`src/core/sdsi_pkg.sv`:
```
// Shared constants for the serial diagnosis switch interface
package sdsi_pkg;
	// ****************************************
	// Frame layout
	// ****************************************
	localparam int FRAME_BITS = 16;
	localparam int CHANNELS = 16;
	localparam int DIAG_BITS = 2;
	localparam int CNT_W = 5;
	localparam logic [4:0] FRAME_LAST = 5'h0F;
	localparam logic [15:0] SHIFT_RST = 16'h0000;
	localparam logic [15:0] CTRL_RST = 16'h0000;
	// Diagnosis codes, two bits per channel
	localparam logic [1:0] DIAG_OK = 2'h3;
	localparam logic [1:0] DIAG_PROT = 2'h2;
	localparam logic [1:0] DIAG_OPEN = 2'h1;
	localparam logic [1:0] DIAG_SHG = 2'h0;
	// ****************************************
	// Timing
	// ****************************************
	localparam int CLK_PERIOD_NS = 4;
	localparam int FAULT_DLY_MIN_US = 50;
	localparam int FAULT_DLY_MAX_US = 200;
	localparam int CS_GAP_NS = 200;
	localparam int LEAD_NS = 200;
	localparam int LAG_NS = 200;
	localparam int SCK_HALF_NS = 100;
	localparam int FAULT_DLY_CYC = (FAULT_DLY_MIN_US * 1000 + CLK_PERIOD_NS - 1) / CLK_PERIOD_NS;
	localparam int CS_GAP_CYC = (CS_GAP_NS + CLK_PERIOD_NS - 1) / CLK_PERIOD_NS;
	localparam int LEAD_CYC = (LEAD_NS + CLK_PERIOD_NS - 1) / CLK_PERIOD_NS;
	localparam int LAG_CYC = (LAG_NS + CLK_PERIOD_NS - 1) / CLK_PERIOD_NS;
	localparam int SCK_HALF_CYC = (SCK_HALF_NS + CLK_PERIOD_NS - 1) / CLK_PERIOD_NS;
	localparam int DIAG_GAP_CYC = (FAULT_DLY_MAX_US * 1000 + CLK_PERIOD_NS - 1) / CLK_PERIOD_NS;
	localparam int TMR_W = 18;
endpackage

```
`src/core/sdsi_if.sv`:
```
// Link signals between the host master and the switch device
`timescale 1ns/1ps
`default_nettype none
interface sdsi_if;
	logic cs_n;
	logic sclk;
	logic si;
	logic so_o;
	logic so_oe;
	logic fault_n_o;
	logic fault_n_oe;
	// Resolved pin levels: fault line pulled up, idle serial output reads high
	wire so = so_oe ? so_o : 1'b1;
	wire fault_n = (fault_n_oe && !fault_n_o) ? 1'b0 : 1'b1;

	modport dev (
		input cs_n,
		input sclk,
		input si,
		input so,
		output so_o,
		output so_oe,
		output fault_n_o,
		output fault_n_oe
	);
	modport host (
		output cs_n,
		output sclk,
		output si,
		input so,
		input fault_n
	);
endinterface
`default_nettype wire

```
`src/core/sdsi_dev.sv`:
```
// Device end: serial shift register, diagnosis latch and fault pin
`timescale 1ns/1ps
`default_nettype none
// Contract
// - Fault pin low on any channel error
// - Fault latched into diagnosis register until read (code clears both halves at each select fall; a frame reads one half)
// - Newer error overwrites stored report
// - Per channel: protective, open load, short
// - Fault reported after delay; host waits 200us
// - Host keeps select high 200ns between frames
// - Serial output tri-stated while select high
// - Select fall loads diagnosis into shifter
// - Select low drives current shifter bit
// - Input bits accepted only while select low
// - Select rise copies bits to control buffers
// - Host holds clock low at select fall
// - Clock and input ignored while select high
// - Input sampled on clock falling edge
// - Host keeps 200ns lead and lag
// - Output shifts on clock rising edge
// - Sixteen-bit frames, MSB first, control then data
// - Reset clears shifter and outputs off
module sdsi_dev (
	// Clock and reset
	input wire logic i_clk,
	input wire logic i_rst,
	// Link
	sdsi_if.dev lnk,
	// Analog fault detectors per channel
	input wire logic [15:0] i_prot,
	input wire logic [15:0] i_open,
	input wire logic [15:0] i_short,
	// Received frame
	output logic [15:0] o_ctrl,
	output logic o_ctrl_valid
);
	// ****************************************
	// Pin synchronisers
	// ****************************************
	logic cs_s1_q, cs_s2_q, cs_s3_q;
	logic ck_s1_q, ck_s2_q, ck_s3_q;
	logic si_s1_q, si_s2_q;
	always_ff @(posedge i_clk)
	begin
		cs_s1_q <= lnk.cs_n;
		cs_s2_q <= cs_s1_q;
		cs_s3_q <= cs_s2_q;
		ck_s1_q <= lnk.sclk;
		ck_s2_q <= ck_s1_q;
		ck_s3_q <= ck_s2_q;
		si_s1_q <= lnk.si;
		si_s2_q <= si_s1_q;
	end
	wire cs_fall = cs_s3_q && !cs_s2_q;
	wire cs_rise = !cs_s3_q && cs_s2_q;
	wire cs_low = !cs_s2_q;
	wire ck_rise = !ck_s3_q && ck_s2_q && cs_low;
	wire ck_fall = ck_s3_q && !ck_s2_q && cs_low;

	// ****************************************
	// Fault qualification and diagnosis latch
	// ****************************************
	// Detector levels arrive from another domain: two flops before any use
	// Each bit is an independent level, so no word handshake is needed
	logic [15:0] prot_s1_q, prot_s2_q;
	logic [15:0] open_s1_q, open_s2_q;
	logic [15:0] short_s1_q, short_s2_q;
	always_ff @(posedge i_clk)
	begin
		prot_s1_q <= i_prot;
		prot_s2_q <= prot_s1_q;
		open_s1_q <= i_open;
		open_s2_q <= open_s1_q;
		short_s1_q <= i_short;
		short_s2_q <= short_s1_q;
	end
	logic [15:0] raw_err;
	assign raw_err = prot_s2_q | open_s2_q | short_s2_q;
	logic [15:0] err_q;
	logic [sdsi_pkg::TMR_W-1:0] dly_q [sdsi_pkg::CHANNELS];
	logic [1:0] diag_q [sdsi_pkg::CHANNELS];
	logic [15:0] pend_q;
	localparam logic [sdsi_pkg::TMR_W-1:0] DLY_END = sdsi_pkg::TMR_W'(sdsi_pkg::FAULT_DLY_CYC);

	genvar g;
	generate
		for (g = 0; g < sdsi_pkg::CHANNELS; g++)
		begin : g_ch
			// Priority: protective event outranks open load and short
			wire [1:0] code = prot_s2_q[g] ? sdsi_pkg::DIAG_PROT :
				open_s2_q[g] ? sdsi_pkg::DIAG_OPEN :
				short_s2_q[g] ? sdsi_pkg::DIAG_SHG : sdsi_pkg::DIAG_OK;
			wire done = dly_q[g] == DLY_END;
			always_ff @(posedge i_clk)
			begin
				if (i_rst || !raw_err[g])
					dly_q[g] <= '0;
				else if (!done)
					dly_q[g] <= dly_q[g] + 1'b1;
			end
			always_ff @(posedge i_clk)
			begin
				if (i_rst)
					err_q[g] <= 1'b0;
				else
					err_q[g] <= done;
			end
			always_ff @(posedge i_clk)
			begin
				if (i_rst)
					diag_q[g] <= sdsi_pkg::DIAG_OK;
				else if (done)
					diag_q[g] <= code;
				else if (cs_fall)
					diag_q[g] <= sdsi_pkg::DIAG_OK;
			end
			// Set wins over the clear at select fall
			always_ff @(posedge i_clk)
			begin
				if (i_rst)
					pend_q[g] <= 1'b0;
				else if (done)
					pend_q[g] <= 1'b1;
				else if (cs_fall)
					pend_q[g] <= 1'b0;
			end
		end
	endgenerate

	// Only eight channels fit a frame; halves alternate on each select fall, low half first after reset
	logic [15:0] diag_word;
	logic hi_sel_q;
	always_comb
	begin
		diag_word = '0;
		for (int i = 0; i < 8; i++)
			diag_word[2*i +: 2] = hi_sel_q ? diag_q[i+8] : diag_q[i];
	end

	// ****************************************
	// Shift register
	// ****************************************
	logic [15:0] shift_q;
	logic so_q;
	logic [sdsi_pkg::CNT_W-1:0] cnt_q;
	// Only a complete frame reaches the control buffer; a cut frame is dropped
	wire frame_full = cnt_q == sdsi_pkg::CNT_W'(sdsi_pkg::FRAME_BITS);
	always_ff @(posedge i_clk)
	begin
		if (i_rst)
			shift_q <= sdsi_pkg::SHIFT_RST;
		else if (cs_fall)
			shift_q <= diag_word;
		else if (ck_fall)
			shift_q <= {shift_q[14:0], si_s2_q};
	end
	always_ff @(posedge i_clk)
	begin
		if (i_rst)
			so_q <= 1'b0;
		else if (cs_fall)
			so_q <= diag_word[15];
		else if (ck_rise)
			so_q <= shift_q[15];
	end
	always_ff @(posedge i_clk)
	begin
		if (i_rst || cs_fall)
			cnt_q <= '0;
		else if (ck_fall && !frame_full)
			cnt_q <= cnt_q + 1'b1;
	end
	always_ff @(posedge i_clk)
	begin
		if (i_rst)
			hi_sel_q <= 1'b0;
		else if (cs_fall)
			hi_sel_q <= ~hi_sel_q;
	end

	// ****************************************
	// Control buffer and pins
	// ****************************************
	always_ff @(posedge i_clk)
	begin
		if (i_rst)
		begin
			o_ctrl <= sdsi_pkg::CTRL_RST;
			o_ctrl_valid <= 1'b0;
		end
		else
		begin
			o_ctrl_valid <= cs_rise && frame_full;
			if (cs_rise && frame_full)
				o_ctrl <= shift_q;
		end
	end
	assign lnk.so_o = so_q;
	// Enable waits for the shifter load so no stale bit reaches the pin
	wire so_en = cs_low && !cs_s3_q;
	assign lnk.so_oe = so_en && !i_rst;
	// Alert pin only pulls low; pending faults clear on the next readout
	assign lnk.fault_n_o = 1'b0;
	assign lnk.fault_n_oe = |(pend_q | err_q);
endmodule // sdsi_dev
`default_nettype wire

```
`src/flat_wrapper.sv`:
```
// flat-port wrapper written by rule: the top's interface ports become plain ports
module sdsi_dev_flat 
  (i_clk, i_rst, i_prot, i_open, i_short, o_ctrl, o_ctrl_valid, lnk_cs_n, lnk_sclk, lnk_si, lnk_so_o, lnk_so_oe, lnk_fault_n_o, lnk_fault_n_oe);
  sdsi_if lnk_i ();
  input wire logic i_clk;
  input wire logic i_rst;
  input wire logic [15:0] i_prot;
  input wire logic [15:0] i_open;
  input wire logic [15:0] i_short;
  output logic [15:0] o_ctrl;
  output logic o_ctrl_valid;
  input wire logic [$bits(lnk_i.cs_n)-1:0] lnk_cs_n;
  input wire logic [$bits(lnk_i.sclk)-1:0] lnk_sclk;
  input wire logic [$bits(lnk_i.si)-1:0] lnk_si;
  output wire logic [$bits(lnk_i.so_o)-1:0] lnk_so_o;
  output wire logic [$bits(lnk_i.so_oe)-1:0] lnk_so_oe;
  output wire logic [$bits(lnk_i.fault_n_o)-1:0] lnk_fault_n_o;
  output wire logic [$bits(lnk_i.fault_n_oe)-1:0] lnk_fault_n_oe;
  assign lnk_i.cs_n = lnk_cs_n;
  assign lnk_i.sclk = lnk_sclk;
  assign lnk_i.si = lnk_si;
  assign lnk_so_o = lnk_i.so_o;
  assign lnk_so_oe = lnk_i.so_oe;
  assign lnk_fault_n_o = lnk_i.fault_n_o;
  assign lnk_fault_n_oe = lnk_i.fault_n_oe;
  sdsi_dev u_core (.i_clk(i_clk), .i_rst(i_rst), .lnk(lnk_i), .i_prot(i_prot), .i_open(i_open), .i_short(i_short), .o_ctrl(o_ctrl), .o_ctrl_valid(o_ctrl_valid));
endmodule
```
`config.mk`:
```
export PLATFORM = sky130hd
export DESIGN_NAME = sdsi_dev_flat
export DESIGN_NICKNAME = d
export VERILOG_FILES = /design/src/core/sdsi_pkg.sv /design/src/core/sdsi_if.sv /design/src/core/sdsi_dev.sv /design/src/flat_wrapper.sv
export SDC_FILE = /design/constraint.sdc
export NUM_CORES = 1
export LEC_CHECK = 0
export ABC_AREA = 1
export BUFFER_PORTS_ARGS = -buffer_cell sky130_fd_sc_hd__buf_2
export CORE_UTILIZATION = 40
export DETAILED_ROUTE_END_ITERATION = 7
export MAX_ROUTING_LAYER = met4
export PLACE_DENSITY_LB_ADDON = 0.15
export SYNTH_ARGS = -nofsm -noshare
export SYNTH_HDL_FRONTEND = slang
export SYNTH_SLANG_ARGS = --single-unit
```
`constraint.sdc`:
```
create_clock -name i_clk -period 2.4 [get_ports i_clk]
set_input_delay 0.48 -clock i_clk [delete_from_list [all_inputs] [get_ports i_clk]]
set_output_delay 0.48 -clock i_clk [all_outputs]
set_load 0.1 [all_outputs]
```
==> results.json <==
{
  "setup_tns_ps": 0,
  "path_max_fanout": 1,
  "critPathLaunchType": "register",
  "drv_slew": 0,
  "ys_warn_count": 0,
  "clk_pin_slew_ps": 60,
  "cts_inserted_buffers": 56,
  "ir_worst_vdd_mv": 0.508,
  "slew_headroom_pct": 60.9,
  "root_buffer": "clkbuf_16",
  "grt_overflow_total": 0,
  "synth_nets": 2934,
  "antenna_found_initial": 0,
  "cts_setup_buffers": 0,
  "cts.path.max_buffers": 3,
  "synth.distinct_cells": 40,
  "cp_slowest_cell": "nor4_4",
  "largest_reg_flops": 288,
  "fp.dieH_um": 249,
  "dpl_cell_area_um2": 25800,
  "num_vias": 18700,
  "avgSynthCellArea_um2": 8.60,
  "crit_type": "register to output port",
  "worstMarginPinSlew_ps": 581,
  "drt-initial-drc-count": 1107,
  "final-setup-viol-count": 0,
  "hold_path_startpoint": "lnk_sclk",
  "place.gp.congestion": 0.902,
  "cpPeakStageDelay_ps": 400,
  "portBuffers": 72,
  "dr.pass1.iters": 5,
  "yosys_register_bits": 496,
  "p_per_area_nw_per_um2": 658,
  "r2r_slack_ps": 470,
  "grt_pass1_vias": 18200,
  "cts_tree": "built",
  "clkLatencyLatePin_ps": 600,
  "cts_htree_levels": 2,
  "initial_core_util_pct": 40.6,
  "skew_ps": 11.8,
  "min_period_over_period_pct": 96.2,
  "nets": 3102,
  "die_area_um2": 62200,
  "final_area_um2": 28200,
  "syn_inst": 2847,
  "grt_max_degree": 31,
  "nFillCells": 5793,
  "rows": 90,
  "cts_sinks": 496,
  "wl_per_cell_um": 14.1,
  "core_area_um2": 60400,
  "place_ws_ps": 302,
  "via_per_inst": 4.87,
  "crit_top_cell": "nand2_1",
  "post-route-min-period_ps": 2310,
  "worstHoldEndpoint": "u_core.ck_s1_q",
  "final_core_util_pct": 46.6,
  "dp_hpwl_um": 38900,
  "final_layout_size_suffix_gt1_share_pct": 10.0,
  "leakagePower_uw": 0.0101,
  "hold_class": "primary input to register",
  "endpoint_kind": "output port",
  "reg2reg_from": "u_core.dly_q[6][0]",
  "regMostFlops": "u_core.dly_q",
  "worstPathArrival_ps": 1830,
  "top_regs": "u_core.dly_q x288, u_core.diag_q x32",
  "grtUsageTotal_pct": 18.1,
  "hold_depth": 1,
  "hold_viol_final": 0,
  "reg2regPathDepth": 8,
  "rr_endpoint": "u_core.dly_q[6][15]",
  "ys_seq_area_share_pct": 53.6,
  "synthesis.area_um2": 24500,
  "rsz0062_at_grt": "no",
  "remaining_drc_errors": 0,
  "crit_chain": "nor4_4 > nand2_1 > nor2_1 > nand2_1 > buf_6",
  "status": "completed",
  "diodes": 0,
  "mostFrequentLayoutCell": "nand2_1",
  "drv_cap": 0,
  "layout_common_cells": "616 x nand2_1, 515 x nor2_1, 320 x edfxtp_1, 297 x inv_1, 185 x a21oi_1",
  "critical_path_required_ps": 1920,
  "final_antenna_net_count": 0,
  "fmax_mhz": 433,
  "io_pins": 74,
  "drt_wl_total_um": 54200,
  "finalPower_uw": 18500,
  "die_width_um": 249,
  "syn2layout_area_growth_pct": 15.0,
  "grt_pass1_wl_um": 90100,
  "setup_ws_ps": 91.3
}
through the flow:
step                      instances  hold WS (ps)
after floorplan                2847           310
after global routing           3843          42.1
after CTS                      3842        0.0532
after global placement         3689           311
final                          3843          82.1
after detailed placement       3689           312
synthesized netlist by cell type, drive strengths merged:
library cell	n	area [um2]
a21oi	187	943
a31oi	10	68.8
and2	1	6.26
and3	1	6.26
buf	36	288
clkbuf	7	26.3
clkinv	1	3.75
conb	1	3.75
dfxtp	176	3520
edfxtp	320	9610
ha	34	425
inv	300	1130
nand2	642	2500
nand3	191	1060
nand3b	9	80.1
nand4	51	319
nor2	563	2290
nor3	31	215
nor3b	2	25.0
nor4	9	56.3
o21ai	121	606
o21bai	16	120
or2	17	106
xnor2	44	385
xor2	77	674
worst max path at each step:
stage	start	end	cells past startpoint
final	u_core.err_q[15]	lnk_fault_n_oe	5
after global routing	u_core.err_q[15]	lnk_fault_n_oe	5
after CTS	u_core.err_q[12]	lnk_fault_n_oe	5
after detailed placement	i_rst	u_core.dly_q[5][20]	6
after global placement	u_core.err_q[12]	lnk_fault_n_oe	5
after floorplan	u_core.open_s2_q[3]	u_core.dly_q[1][18]	2
worst max-delay path, delay by kind of cell, from the launching register on:
family | cells | cell delay (ps)
simple gates | 4 | 710
flops | 1 | 330
buf+inv | 1 | 190
area by class of cell:
class	count	area, um2	share of cell area (%)
inverters	301	1130	4.01
clock buffers	93	1760	6.24
flip-flops and latches	496	13100	46.6
multi-input cells	2007	9950	35.3
repair buffers	153	1120	4.00
well taps	782	978	3.48
clock inverters	11	85.1	0.302
where the power goes:
part           switching [uW]  internal, uW
sequential                151          9190
combinational             453           267
clock                    3400          5080
total                    4000         14500
repair_timing:
| item | CTS | global route |
|---|---|---|
| hold buffers | 49 | 1 |
| hold endpoints to repair | 49 | 1 |
| pin swaps | 0 | 2 |
| endpoints found under the setup margin | 1 | 1 |
| gates resized for setup | 4 | 2 |
kinds of logic after synthesis:
kind of cell / after synthesis / share of synthesized area (%)
compound gates: 334 / 7.10
flops: 496 / 53.6
xor+xnor: 121 / 4.33
buf+inv: 344 / 5.90
fa+ha+maj: 34 / 1.74
other cells: 1 / 0.0153
simple gates: 1517 / 27.3
layer usage:
metal,share of wire (%),vias to the layer above,global-route usage (%)
met3,3.1,93,2.42
met1,49,8692,24.1
met2,45,254,28.8
li1,-,9688,-
met4,2.4,0,5.49
met5,0,-,-
Note: power is estimated with default switching activity, not from simulation.
